File: config.mk
export PLATFORM = sky130hd
export DESIGN_NAME = crh_port
export DESIGN_NICKNAME = d
export VERILOG_FILES = /design/src/crh_pkg.sv /design/src/crh_port.sv /design/src/crh_fifo.sv
export VERILOG_INCLUDE_DIRS = /design/src
export SDC_FILE = /design/constraint.sdc
export NUM_CORES = 1
export LEC_CHECK = 0
export BUFFER_PORTS_ARGS = -buffer_cell sky130_fd_sc_hd__buf_2
export CAP_MARGIN = 20
export CORE_MARGIN = 1.5
export CORE_UTILIZATION = 55
export CTS_CLUSTER_DIAMETER = 30
export DETAILED_ROUTE_END_ITERATION = 12
export HOLD_SLACK_MARGIN = 0.08
export PLACE_DENSITY = 0.85
export SLEW_MARGIN = 20
export SYNTH_ARGS = -nofsm -noshare
export SYNTH_HDL_FRONTEND = slang
export SYNTH_HIERARCHICAL = 1
export SYNTH_SLANG_ARGS = --single-unit
File: constraint.sdc
create_clock -name i_mclk -period 3.7 [get_ports i_mclk]
set_input_delay 0.555 -clock i_mclk [delete_from_list [all_inputs] [get_ports i_mclk]]
set_output_delay 0.555 -clock i_mclk [all_outputs]
set_load 0.005 [all_outputs]
File: src/crh_params.svh
// Constants for the card reader host port: codes, bit positions, sizes.
`ifndef CRH_PARAMS_SVH
`define CRH_PARAMS_SVH

// Command codes in command word bits 1:0
`define CRH_CMD_XFER       2'h0
`define CRH_CMD_STAT1      2'h1
`define CRH_CMD_TEST       2'h2
`define CRH_CMD_STAT2      2'h3

// Director function bits of the write word
`define CRH_DIR_CLR_CTRL   0
`define CRH_DIR_CLR_INT    1
`define CRH_DIR_INT_DATA   2
`define CRH_DIR_INT_DONE   3
`define CRH_DIR_INT_ALARM  4
`define CRH_DIR_AUTO       6
`define CRH_DIR_FEED       7
`define CRH_DIR_SET_MASK   16'h00dc

// Test mode word bit
`define CRH_TEST_ON        0

// Status 1 bit positions
`define CRH_S1_READY       0
`define CRH_S1_BUSY        1
`define CRH_S1_INT         2
`define CRH_S1_DATA        3
`define CRH_S1_DONE        4
`define CRH_S1_ALARM       5
`define CRH_S1_LOST        6
`define CRH_S1_PROT        7
`define CRH_S1_NREADY      9
`define CRH_S1_AUTO        10

// Status 2 bit positions
`define CRH_S2_HOPPER      0
`define CRH_S2_STACKER     1
`define CRH_S2_FEEDFAIL    2
`define CRH_S2_JAM         5

// Widths and sizes
`define CRH_WORD_W         16
`define CRH_COL_W          12
`define CRH_FIFO_DEPTH     8
`define CRH_PIN_W          7
`define CRH_NUM_INT        5
`define CRH_ZERO_WORD      16'h0000

// Interrupt source indices for the jumper matrix
`define CRH_INT_DATA       3'h0
`define CRH_INT_DONE       3'h1
`define CRH_INT_ALARM      3'h2
`define CRH_INT_COMMON     3'h3
`define CRH_INT_AUTO       3'h4

// Pin vector positions
`define CRH_PIN_READY      0
`define CRH_PIN_STACKER    1
`define CRH_PIN_FEEDFAIL   2
`define CRH_PIN_JAM        3
`define CRH_PIN_HOPPER     4
`define CRH_PIN_PROT       5
`define CRH_PIN_PRN_BUSY   6

`endif

File: src/crh_pkg.sv
// Types shared by the card reader host port and its column buffer.
package crh_pkg;

   // One processor I/O request, valid for one cycle
   typedef struct packed {
      logic        read;
      logic        write;
      logic        protect;
      logic [1:0]  cmd;
      logic [15:0] data;
   } crh_req_t;

   // One card column from the reader or the loop-back partner
   typedef struct packed {
      logic        valid;
      logic [11:0] rows;
   } crh_col_t;

   // Answer to a request
   typedef enum {CRH_ANS_NONE, CRH_ANS_REPLY, CRH_ANS_REJECT} crh_ans_t;

endpackage

File: src/crh_port.sv
// Card reader host port: commands, status, column data, test mode, interrupts.
//
// Overview of operation
// - Status 2 shows stacker full after last read
// - Status 2 shows fail to feed
// - Status 2 shows stacker area jam
// - Data transfer returns column on bits 0-11
// - Each returned bit is one punched row
// - Transfer needs ready, data, no violation, no alarm
// - Transfer of the last buffered column clears data status and data response
// - Test write with bit 0 set enters self-test
// - Test write accepted only when both idle
// - Self-test ends only on a test write with bit 0 low
// - Self-test loops data and control to partner
// - Five interrupt signals are generated
// - Common interrupt ORs data, done, alarm
// - Auto interrupt: auto mode, data, no others
// - Auto interrupt cleared by clears or transfer
// - Jumpers route any source to either line
// - Default jumpers: common macro, auto micro
// - Command bits select transfer, status, function, test
// - Protect rejects unprotected non-status requests
// - Lost data blocks transfers until operation done, a new feed or a clear control
`include "crh_params.svh"
`timescale 1ns/1ns
`default_nettype none
module crh_port (
   // Clock and reset
   input  wire logic                     i_mclk,
   input  wire logic                     i_arst_n,
   // Processor request and answer
   input  wire logic                     i_io_req,
   input  wire crh_pkg::crh_req_t        i_io_cmd,
   output logic                          o_io_reply,
   output logic                          o_io_reject,
   output logic [`CRH_WORD_W-1:0]        o_io_rdata,
   // Reader mechanism, same clock
   input  wire crh_pkg::crh_col_t        i_rdr_col,
   input  wire logic                     i_rdr_done,
   output logic                          o_rdr_feed,
   // Reader and partner pins, asynchronous
   input  wire logic                     i_rdr_ready,
   input  wire logic                     i_rdr_stacker_full,
   input  wire logic                     i_rdr_feed_fail,
   input  wire logic                     i_rdr_jam,
   input  wire logic                     i_rdr_hopper_empty,
   input  wire logic                     i_protect_sw,
   input  wire logic                     i_prn_busy,
   // Loop-back with the printer controller in self-test
   input  wire crh_pkg::crh_col_t        i_loop_col,
   input  wire logic                     i_loop_done,
   output logic                          o_loop_feed,
   output logic                          o_test_mode,
   // Interrupt jumper straps, static
   input  wire logic [2:0]               i_jmp_macro,
   input  wire logic [2:0]               i_jmp_micro,
   // Interrupt outputs
   output logic [`CRH_NUM_INT-1:0]       o_int_src,
   output logic                          o_int_macro,
   output logic                          o_int_micro
);

   ////////////////////////////////////////////////////////////////////////
   // Pin synchronisers

   logic [`CRH_PIN_W-1:0] pin_raw;
   logic [`CRH_PIN_W-1:0] pin_s1;
   logic [`CRH_PIN_W-1:0] pin_s2;
   logic [`CRH_PIN_W-1:0] pin_s3;
   logic [`CRH_PIN_W-1:0] pin;

   assign pin_raw = {i_prn_busy, i_protect_sw, i_rdr_hopper_empty, i_rdr_jam,
                     i_rdr_feed_fail, i_rdr_stacker_full, i_rdr_ready};

   // Three stages; a change counts once stages two and three agree
   always_ff @(posedge i_mclk or negedge i_arst_n) begin
      if (!i_arst_n) begin
         pin_s1 <= '0;
         pin_s2 <= '0;
         pin_s3 <= '0;
      end else begin
         pin_s1 <= pin_raw;
         pin_s2 <= pin_s1;
         pin_s3 <= pin_s2;
      end
   end

   // Filtered levels; a one-cycle glitch never passes both stages
   always_ff @(posedge i_mclk or negedge i_arst_n) begin
      if (!i_arst_n) begin
         pin <= '0;
      end else begin
         for (int i = 0; i < `CRH_PIN_W; i++) begin
            if (pin_s2[i] == pin_s3[i]) begin
               pin[i] <= pin_s3[i];
            end
         end
      end
   end

   ////////////////////////////////////////////////////////////////////////
   // Jumper straps, caught after reset release

   logic       strap_done;
   logic [2:0] sel_macro;
   logic [2:0] sel_micro;

   // Reset loads the standard assignment; the straps replace it one cycle after release
   always_ff @(posedge i_mclk or negedge i_arst_n) begin
      if (!i_arst_n) begin
         strap_done <= 1'b0;
         sel_macro  <= `CRH_INT_COMMON;
         sel_micro  <= `CRH_INT_AUTO;
      end else if (!strap_done) begin
         strap_done <= 1'b1;
         sel_macro  <= i_jmp_macro;
         sel_micro  <= i_jmp_micro;
      end
   end

   ////////////////////////////////////////////////////////////////////////
   // Column path and buffer

   crh_pkg::crh_col_t col_in;
   logic                    fifo_in_ready;
   logic                    fifo_out_valid;
   logic [`CRH_COL_W-1:0]   fifo_out_data;
   logic                    xfer_ok;
   logic                    done_evt;

   // Self-test swaps the reader for the printer loop-back
   assign col_in   = o_test_mode ? i_loop_col : i_rdr_col;
   assign done_evt = o_test_mode ? i_loop_done : i_rdr_done;

   // Bit n set means a hole sensed in row n of the column
   crh_fifo #(
      .WIDTH (`CRH_COL_W),
      .DEPTH (`CRH_FIFO_DEPTH)
   ) u_col_fifo (
      .i_mclk      (i_mclk),
      .i_arst_n    (i_arst_n),
      .i_in_valid  (col_in.valid),
      .o_in_ready  (fifo_in_ready),
      .i_in_data   (col_in.rows),
      .o_out_valid (fifo_out_valid),
      .i_out_ready (xfer_ok),
      .o_out_data  (fifo_out_data)
   );

   ////////////////////////////////////////////////////////////////////////
   // Request decode

   logic busy;
   logic done_stat;
   logic lost;
   logic adt_mode;
   logic en_data;
   logic en_done;
   logic en_alarm;
   logic done_resp;
   logic alarm;
   logic ready;
   logic is_read;
   logic is_write;
   logic is_stat;
   logic prot_viol;
   logic dir_ok;
   logic test_ok;
   logic dir_clr;
   logic dir_clr_int;
   logic legal;

   assign ready     = pin[`CRH_PIN_READY];
   assign alarm     = lost | pin[`CRH_PIN_JAM] | pin[`CRH_PIN_FEEDFAIL];
   assign is_read   = i_io_req && i_io_cmd.read && !i_io_cmd.write;
   assign is_write  = i_io_req && i_io_cmd.write && !i_io_cmd.read;
   assign is_stat   = is_read && (i_io_cmd.cmd == `CRH_CMD_STAT1 ||
                                  i_io_cmd.cmd == `CRH_CMD_STAT2);
   // Status requests are answered whatever the protect state
   assign prot_viol = pin[`CRH_PIN_PROT] && !i_io_cmd.protect;

   // Code table: read 00/01/11, write 01/10
   assign legal = (is_read  && i_io_cmd.cmd != `CRH_CMD_TEST) ||
                  (is_write && (i_io_cmd.cmd == `CRH_CMD_STAT1 ||
                                i_io_cmd.cmd == `CRH_CMD_TEST));

   // Transfer gate; lost data holds it shut until the operation ends, a new feed or a clear control
   assign xfer_ok = is_read && i_io_cmd.cmd == `CRH_CMD_XFER && ready &&
                    fifo_out_valid && !prot_viol && !alarm;

   // A not-ready reader still takes a pure clear
   assign dir_ok  = is_write && i_io_cmd.cmd == `CRH_CMD_STAT1 && !prot_viol &&
                    (ready || (i_io_cmd.data & `CRH_DIR_SET_MASK) == `CRH_ZERO_WORD);
   assign test_ok = is_write && i_io_cmd.cmd == `CRH_CMD_TEST && !prot_viol &&
                    !busy && !pin[`CRH_PIN_PRN_BUSY];

   assign dir_clr     = dir_ok && i_io_cmd.data[`CRH_DIR_CLR_CTRL];
   assign dir_clr_int = dir_ok && (i_io_cmd.data[`CRH_DIR_CLR_INT] || dir_clr);

   ////////////////////////////////////////////////////////////////////////
   // Status words

   logic [`CRH_WORD_W-1:0] stat1;
   logic [`CRH_WORD_W-1:0] stat2;

   always_comb begin
      stat1                 = `CRH_ZERO_WORD;
      stat1[`CRH_S1_READY]  = ready;
      stat1[`CRH_S1_BUSY]   = busy;
      stat1[`CRH_S1_INT]    = o_int_macro;
      stat1[`CRH_S1_DATA]   = fifo_out_valid;
      stat1[`CRH_S1_DONE]   = done_stat;
      stat1[`CRH_S1_ALARM]  = alarm;
      stat1[`CRH_S1_LOST]   = lost;
      stat1[`CRH_S1_PROT]   = pin[`CRH_PIN_PROT];
      stat1[`CRH_S1_NREADY] = !ready;
      stat1[`CRH_S1_AUTO]   = adt_mode;
   end

   // Only four error bits carry meaning; the rest stay zero
   always_comb begin
      stat2                   = `CRH_ZERO_WORD;
      stat2[`CRH_S2_HOPPER]   = pin[`CRH_PIN_HOPPER];
      stat2[`CRH_S2_STACKER]  = pin[`CRH_PIN_STACKER];
      stat2[`CRH_S2_FEEDFAIL] = pin[`CRH_PIN_FEEDFAIL];
      stat2[`CRH_S2_JAM]      = pin[`CRH_PIN_JAM];
   end

   ////////////////////////////////////////////////////////////////////////
   // Answer to the processor

   crh_pkg::crh_ans_t ans;

   // Anything not taken gets the external reject
   always_comb begin
      if (!i_io_req) begin
         ans = crh_pkg::CRH_ANS_NONE;
      end else if (legal && (is_stat || xfer_ok || dir_ok || test_ok)) begin
         ans = crh_pkg::CRH_ANS_REPLY;
      end else begin
         ans = crh_pkg::CRH_ANS_REJECT;
      end
   end

   // One-cycle strobes; read data holds until the next accepted read
   always_ff @(posedge i_mclk or negedge i_arst_n) begin
      if (!i_arst_n) begin
         o_io_reply  <= 1'b0;
         o_io_reject <= 1'b0;
         o_io_rdata  <= `CRH_ZERO_WORD;
      end else begin
         o_io_reply  <= (ans == crh_pkg::CRH_ANS_REPLY);
         o_io_reject <= (ans == crh_pkg::CRH_ANS_REJECT);
         if (xfer_ok) begin
            o_io_rdata <= {{(`CRH_WORD_W-`CRH_COL_W){1'b0}}, fifo_out_data};
         end else if (is_stat && i_io_cmd.cmd == `CRH_CMD_STAT1) begin
            o_io_rdata <= stat1;
         end else if (is_stat) begin
            o_io_rdata <= stat2;
         end
      end
   end

   ////////////////////////////////////////////////////////////////////////
   // Self-test mode

   always_ff @(posedge i_mclk or negedge i_arst_n) begin
      if (!i_arst_n) begin
         o_test_mode <= 1'b0;
      end else if (test_ok) begin
         o_test_mode <= i_io_cmd.data[`CRH_TEST_ON];
      end
   end

   ////////////////////////////////////////////////////////////////////////
   // Feed and operation tracking

   logic feed;

   assign feed = dir_ok && i_io_cmd.data[`CRH_DIR_FEED];

   // Feed goes to the reader, or to the partner while in self-test
   always_ff @(posedge i_mclk or negedge i_arst_n) begin
      if (!i_arst_n) begin
         o_rdr_feed  <= 1'b0;
         o_loop_feed <= 1'b0;
      end else begin
         o_rdr_feed  <= feed && !o_test_mode;
         o_loop_feed <= feed && o_test_mode;
      end
   end

   // Busy from feed until done; a second feed restarts the cycle
   always_ff @(posedge i_mclk or negedge i_arst_n) begin
      if (!i_arst_n) begin
         busy      <= 1'b0;
         done_stat <= 1'b0;
      end else begin
         if (feed) begin
            busy      <= 1'b1;
            done_stat <= 1'b0;
         end else if (done_evt) begin
            busy      <= 1'b0;
            done_stat <= 1'b1;
         end else if (dir_clr) begin
            done_stat <= 1'b0;
         end
      end
   end

   // Column arriving into a full buffer is lost; done ends the block
   always_ff @(posedge i_mclk or negedge i_arst_n) begin
      if (!i_arst_n) begin
         lost <= 1'b0;
      end else if (col_in.valid && !fifo_in_ready) begin
         lost <= 1'b1;
      end else if (feed || dir_clr || done_evt) begin
         lost <= 1'b0;
      end
   end

   ////////////////////////////////////////////////////////////////////////
   // Interrupt enables and mode

   // Clears act first, so stacked enables in the same word survive
   always_ff @(posedge i_mclk or negedge i_arst_n) begin
      if (!i_arst_n) begin
         en_data  <= 1'b0;
         en_done  <= 1'b0;
         en_alarm <= 1'b0;
         adt_mode <= 1'b0;
      end else if (dir_ok) begin
         en_data  <= (en_data && !dir_clr_int) || i_io_cmd.data[`CRH_DIR_INT_DATA];
         en_done  <= (en_done && !dir_clr_int) || i_io_cmd.data[`CRH_DIR_INT_DONE];
         en_alarm <= (en_alarm && !dir_clr_int) || i_io_cmd.data[`CRH_DIR_INT_ALARM];
         adt_mode <= i_io_cmd.data[`CRH_DIR_AUTO];
      end
   end

   // Done response is sticky; a done event beats a same-cycle clear
   always_ff @(posedge i_mclk or negedge i_arst_n) begin
      if (!i_arst_n) begin
         done_resp <= 1'b0;
      end else if (done_evt && (en_done || (dir_ok && i_io_cmd.data[`CRH_DIR_INT_DONE]))) begin
         done_resp <= 1'b1;
      end else if (dir_clr_int) begin
         done_resp <= 1'b0;
      end
   end

   ////////////////////////////////////////////////////////////////////////
   // Interrupt sources and routing

   logic                     int_data;
   logic                     int_done;
   logic                     int_alarm;
   logic                     int_common;
   logic                     next_int_auto;
   logic                     int_auto;
   logic [`CRH_NUM_INT-1:0]  int_vec;

   // Data response drops while the buffer is empty after a transfer
   assign int_data   = en_data && fifo_out_valid && !xfer_ok;
   assign int_done   = done_resp;
   assign int_alarm  = en_alarm && alarm;
   assign int_common = int_data | int_done | int_alarm;
   assign next_int_auto = adt_mode && int_data && !int_done && !int_alarm;

   // Held in a flop so a transfer or clear drops it for a cycle
   always_ff @(posedge i_mclk or negedge i_arst_n) begin
      if (!i_arst_n) begin
         int_auto <= 1'b0;
      end else if (xfer_ok || dir_clr_int) begin
         int_auto <= 1'b0;
      end else begin
         int_auto <= next_int_auto;
      end
   end

   assign int_vec = {int_auto, int_common, int_alarm, int_done, int_data};

   // Out-of-range jumper code drives its line low
   always_ff @(posedge i_mclk or negedge i_arst_n) begin
      if (!i_arst_n) begin
         o_int_src   <= '0;
         o_int_macro <= 1'b0;
         o_int_micro <= 1'b0;
      end else begin
         o_int_src   <= int_vec;
         o_int_macro <= (sel_macro < `CRH_NUM_INT) ? int_vec[sel_macro] : 1'b0;
         o_int_micro <= (sel_micro < `CRH_NUM_INT) ? int_vec[sel_micro] : 1'b0;
      end
   end

endmodule
`default_nettype wire

File: src/crh_fifo.sv
// Column buffer: flip-flop FIFO with valid/ready on both sides.
`timescale 1ns/1ns
`default_nettype none
module crh_fifo #(
   parameter int WIDTH = 12,
   parameter int DEPTH = 8
) (
   // Clock and reset
   input  wire logic             i_mclk,
   input  wire logic             i_arst_n,
   // Filling side
   input  wire logic             i_in_valid,
   output logic                  o_in_ready,
   input  wire logic [WIDTH-1:0] i_in_data,
   // Draining side
   output logic                  o_out_valid,
   input  wire logic             i_out_ready,
   output logic [WIDTH-1:0]      o_out_data
);
   localparam int AW = $clog2(DEPTH);

   logic [WIDTH-1:0] mem [DEPTH];
   logic [AW-1:0]    wr_ptr;
   logic [AW-1:0]    rd_ptr;
   logic [AW:0]      count;
   logic             push;
   logic             pop;

   // Honest full and empty from the fill count
   assign o_in_ready  = (count != (AW+1)'(DEPTH));
   assign o_out_valid = (count != '0);
   assign o_out_data  = mem[rd_ptr];
   assign push        = i_in_valid && o_in_ready;
   assign pop         = o_out_valid && i_out_ready;

   // Storage, written only on an accepted push
   always_ff @(posedge i_mclk) begin
      if (push) begin
         mem[wr_ptr] <= i_in_data;
      end
   end

   // Pointers wrap at the depth
   always_ff @(posedge i_mclk or negedge i_arst_n) begin
      if (!i_arst_n) begin
         wr_ptr <= '0;
         rd_ptr <= '0;
      end else begin
         if (push) begin
            wr_ptr <= (wr_ptr == AW'(DEPTH - 1)) ? '0 : wr_ptr + 1'b1;
         end
         if (pop) begin
            rd_ptr <= (rd_ptr == AW'(DEPTH - 1)) ? '0 : rd_ptr + 1'b1;
         end
      end
   end

   // Fill level
   always_ff @(posedge i_mclk or negedge i_arst_n) begin
      if (!i_arst_n) begin
         count <= '0;
      end else if (push && !pop) begin
         count <= count + 1'b1;
      end else if (pop && !push) begin
         count <= count - 1'b1;
      end
   end
endmodule
`default_nettype wire

==> qor.yml <==
outcome: "complete, no violations"
drtPass1Iterations: 5
drv_slew: 0
vdd_drop_max_uv: 355.2
die_h_um: 117.2
worst-path-max-fanout: 6
min-delay-path-class: "in -> reg"
wl_met2_um: 7284
cellPowerDensity_nw_per_um2: 625.7
fillers: 826
clk_root_buffer_cell: "clkbuf_16"
finalPower_mw: 5.241
p_int_mw: 3.827
post-place-ws_ns: 0.3572
core_um2: 12670
wl_met3_um: 743
post_drt_via_cell_ratio: 5.860
end_kind: "register"
crit_path_cell_trace: "or4_1 -> and2_1 -> nand4_1 -> inv_1 -> nand2_1 -> ha_1 -> inv_1 -> ha_1 -> or4_1 -> o211ai_1 -> o211ai_1"
yosys.area.top_type: "edfxtp_1"
critPathRequiredTime_ns: 3.99
grt_pass1_vias: 4178
synth_cells: 426
tightest_slew_ns: 1.013
setup_ws_ns: 0.2871
fin_tns_setup_ns: 0
drt-total-wl_um: 14320
initial_core_util_pct: 56.64
cp.arrival_ns: 3.71
rows: 41
multi_input_area_um2: 2215
leakage_nw: 3.333
drc: 0
cts_tree: "yes"
power_switching_mw: 1.415
port_buffers: 79
grt_setup_unrepaired: "no"
finalCritPeriodShare_pct: 92.24
placed_area_um2: 7790
pwr-share-comb_pct: 17.7
cts_sinks: 174
drv_cap: 0
max_freq_mhz: 293.0
clk_pin_slew_ns: 0.07
dpl.hpwl_um: 9270
grt_max_degree: 79
synth.yosys.seq_area_share_pct: 67.42
grt_pass1_wl_um: 22360
dieArea_um2: 13740
antenna_left: 0
h-tree-depth: 4
synthesis.area_um2: 7177
seq_area_um2: 4838
min_path_cells: 1
seq_power_share_pct: 49.0
antenna_found_initial: 0
finalSetupViolations: 0
yosys-top-cells-count: "edfxtp_1 (96), dfrtp_1 (75), mux2_2 (39), mux4_1 (22), nor2_1 (21)"
synth_ff_type: "edfxtp_1"
criticalPathCategory: "reg -> reg"
yosysWarnings: 6
synth_cell_type_count: 66
diodes: 0
max_slew_margin_pct: 32.46
synth_top_area_share_pct: 40.17
critPathSlowestCell: "or4_1"
wl_per_cell_um: 20.28
nets: 598
swShare_pct: 26.99
insertion_delay_ns: 0.42
vias: 4137
cpPeakStageDelay_ns: 0.68
track_usage_pct: 22.62
pwr-share-clk_pct: 33.3
syn_to_final_growth_pct: 16.72
synth_most_common_cell: "edfxtp_1"
post_cts_buffers: 0
final_util_pct: 66.11
cts_resized: 0
wl_met1_um: 5958
synth_edf_count: 96
cts_hold_buf: 0
die_w_um: 117.2
gp_congestion: 0.8810
highest_layer: "met4"
finalHoldViolCount: 0
rr_worst_depth: 11
synth.area.top_cells: "edfxtp_1 (40%), dfrtp_1 (26%), mux4_1 (8.1%)"
post-route-min-period_ns: 3.413
drive_gt1_share_pct: 33.33
start_kind: "register"
cts_made_buffers: 17
grt.overflow.total: 0
synth.ff_latch_count: 174
avgSynthCellArea_um2: 16.85
io_pins: 93
final_cell_area_um2: 8377
clock_skew_ns: 0.009337
first_iter_violations: 399
postSynth.asyncResetShare_pct: 44.83
cts_buffer_depth: 2
-- power groups by stage --
stage               clock, mW  sequential [mW]  combinational (mW)
finish                   1.74             2.57               0.927
global route             1.85             2.60                1.02
CTS                      1.77             2.57               0.931
detailed placement          0             2.60               0.921
global placement            0             2.57               0.863
floorplan                   0             2.55               0.617
-- state kept, by name, summed over array words and instances, names as in the netlist, 4 cells and up --
signal,flops
o_int_src,5
o_io_rdata,12
pin,7
pin_s1,7
pin_s2,7
pin_s3,7
u_col_fifo/count,4
u_col_fifo/mem,96
-- critical path, delay by kind of cell (launching register included) --
kind,cells,cell delay [ns]
adders and majority gates,2,0.68
buffers and inverters,2,0.21
AOI/OAI and AO/OA,2,0.22
DFF,1,0.47
and+or+nand+nor,5,1.71
-- cell families after synthesis --
family / share of synthesized area [%]
buffers and inverters: 1.970
flip-flops: 67.42
AO/OA/AOI/OAI: 5.108
XOR/XNOR: 0.3662
multiplexers: 15.24
other: 0.1046
adder cells (fa/ha/maj): 3.173
AND/OR/NAND/NOR: 6.625
-- metal layers --
| layer | GRT usage [%] | vias up |
|---|---|---|
| met4 | 8.916 | 0 |
| met5 | 0 | - |
| met1 | 29.68 | 2090 |
| met3 | 5.304 | 30 |
| li1 | - | 1858 |
| met2 | 37.02 | 159 |
-- cell usage in the layout (no fill, tap or decap), types with 14 or more instances in the layout --
| cell | Yosys | layout |
|---|---|---|
| edfxtp_1 | 96 | 96 |
| nor2_1 | 21 | 21 |
| clkbuf_16 | 0 | 18 |
| mux2_2 | 39 | 39 |
| buf_2 | 2 | 78 |
| nand2_1 | 15 | 15 |
| dfrtp_1 | 75 | 75 |
| buf_4 | 5 | 14 |
| mux4_1 | 22 | 22 |
-- final cells by class --
class / count / area share (%)
Sequential cell: 174 / 57.76
Multi-Input combinational cell: 229 / 26.44
Timing Repair Buffer: 92 / 5.915
Clock buffer: 19 / 5.541
Tap cell: 172 / 2.569
Clock inverter: 13 / 1.464
Inverter: 7 / 0.3137
-- final timing paths --
check                                                start                         endpoint  slack, ns
setup / recovery           u_col_fifo/count[0]$_DFFE_PN0P_  u_col_fifo/count[3]$_DFFE_PN0P_       0.29
hold / removal                          i_rdr_hopper_empty              pin_s1[4]$_DFF_PN0_       0.24
setup reg to reg           u_col_fifo/count[0]$_DFFE_PN0P_  u_col_fifo/count[3]$_DFFE_PN0P_       0.29
hold reg to reg                        pin_s1[3]$_DFF_PN0_              pin_s2[3]$_DFF_PN0_       0.35
max in group asynchronous                         i_arst_n                 lost$_DFFE_PN0P_       2.81
min in group asynchronous                         i_arst_n             strap_done$_DFF_PN0_       0.28
-- through the flow --
stage	std cells	hold WS, ns
floorplan	429	0.2594
global placement	674	0.3322
detailed placement	674	0.3364
CTS	706	0.2217
global route	706	0.2150
finish	706	0.2352
No activity file was read; power rests on OpenSTA's default activity.
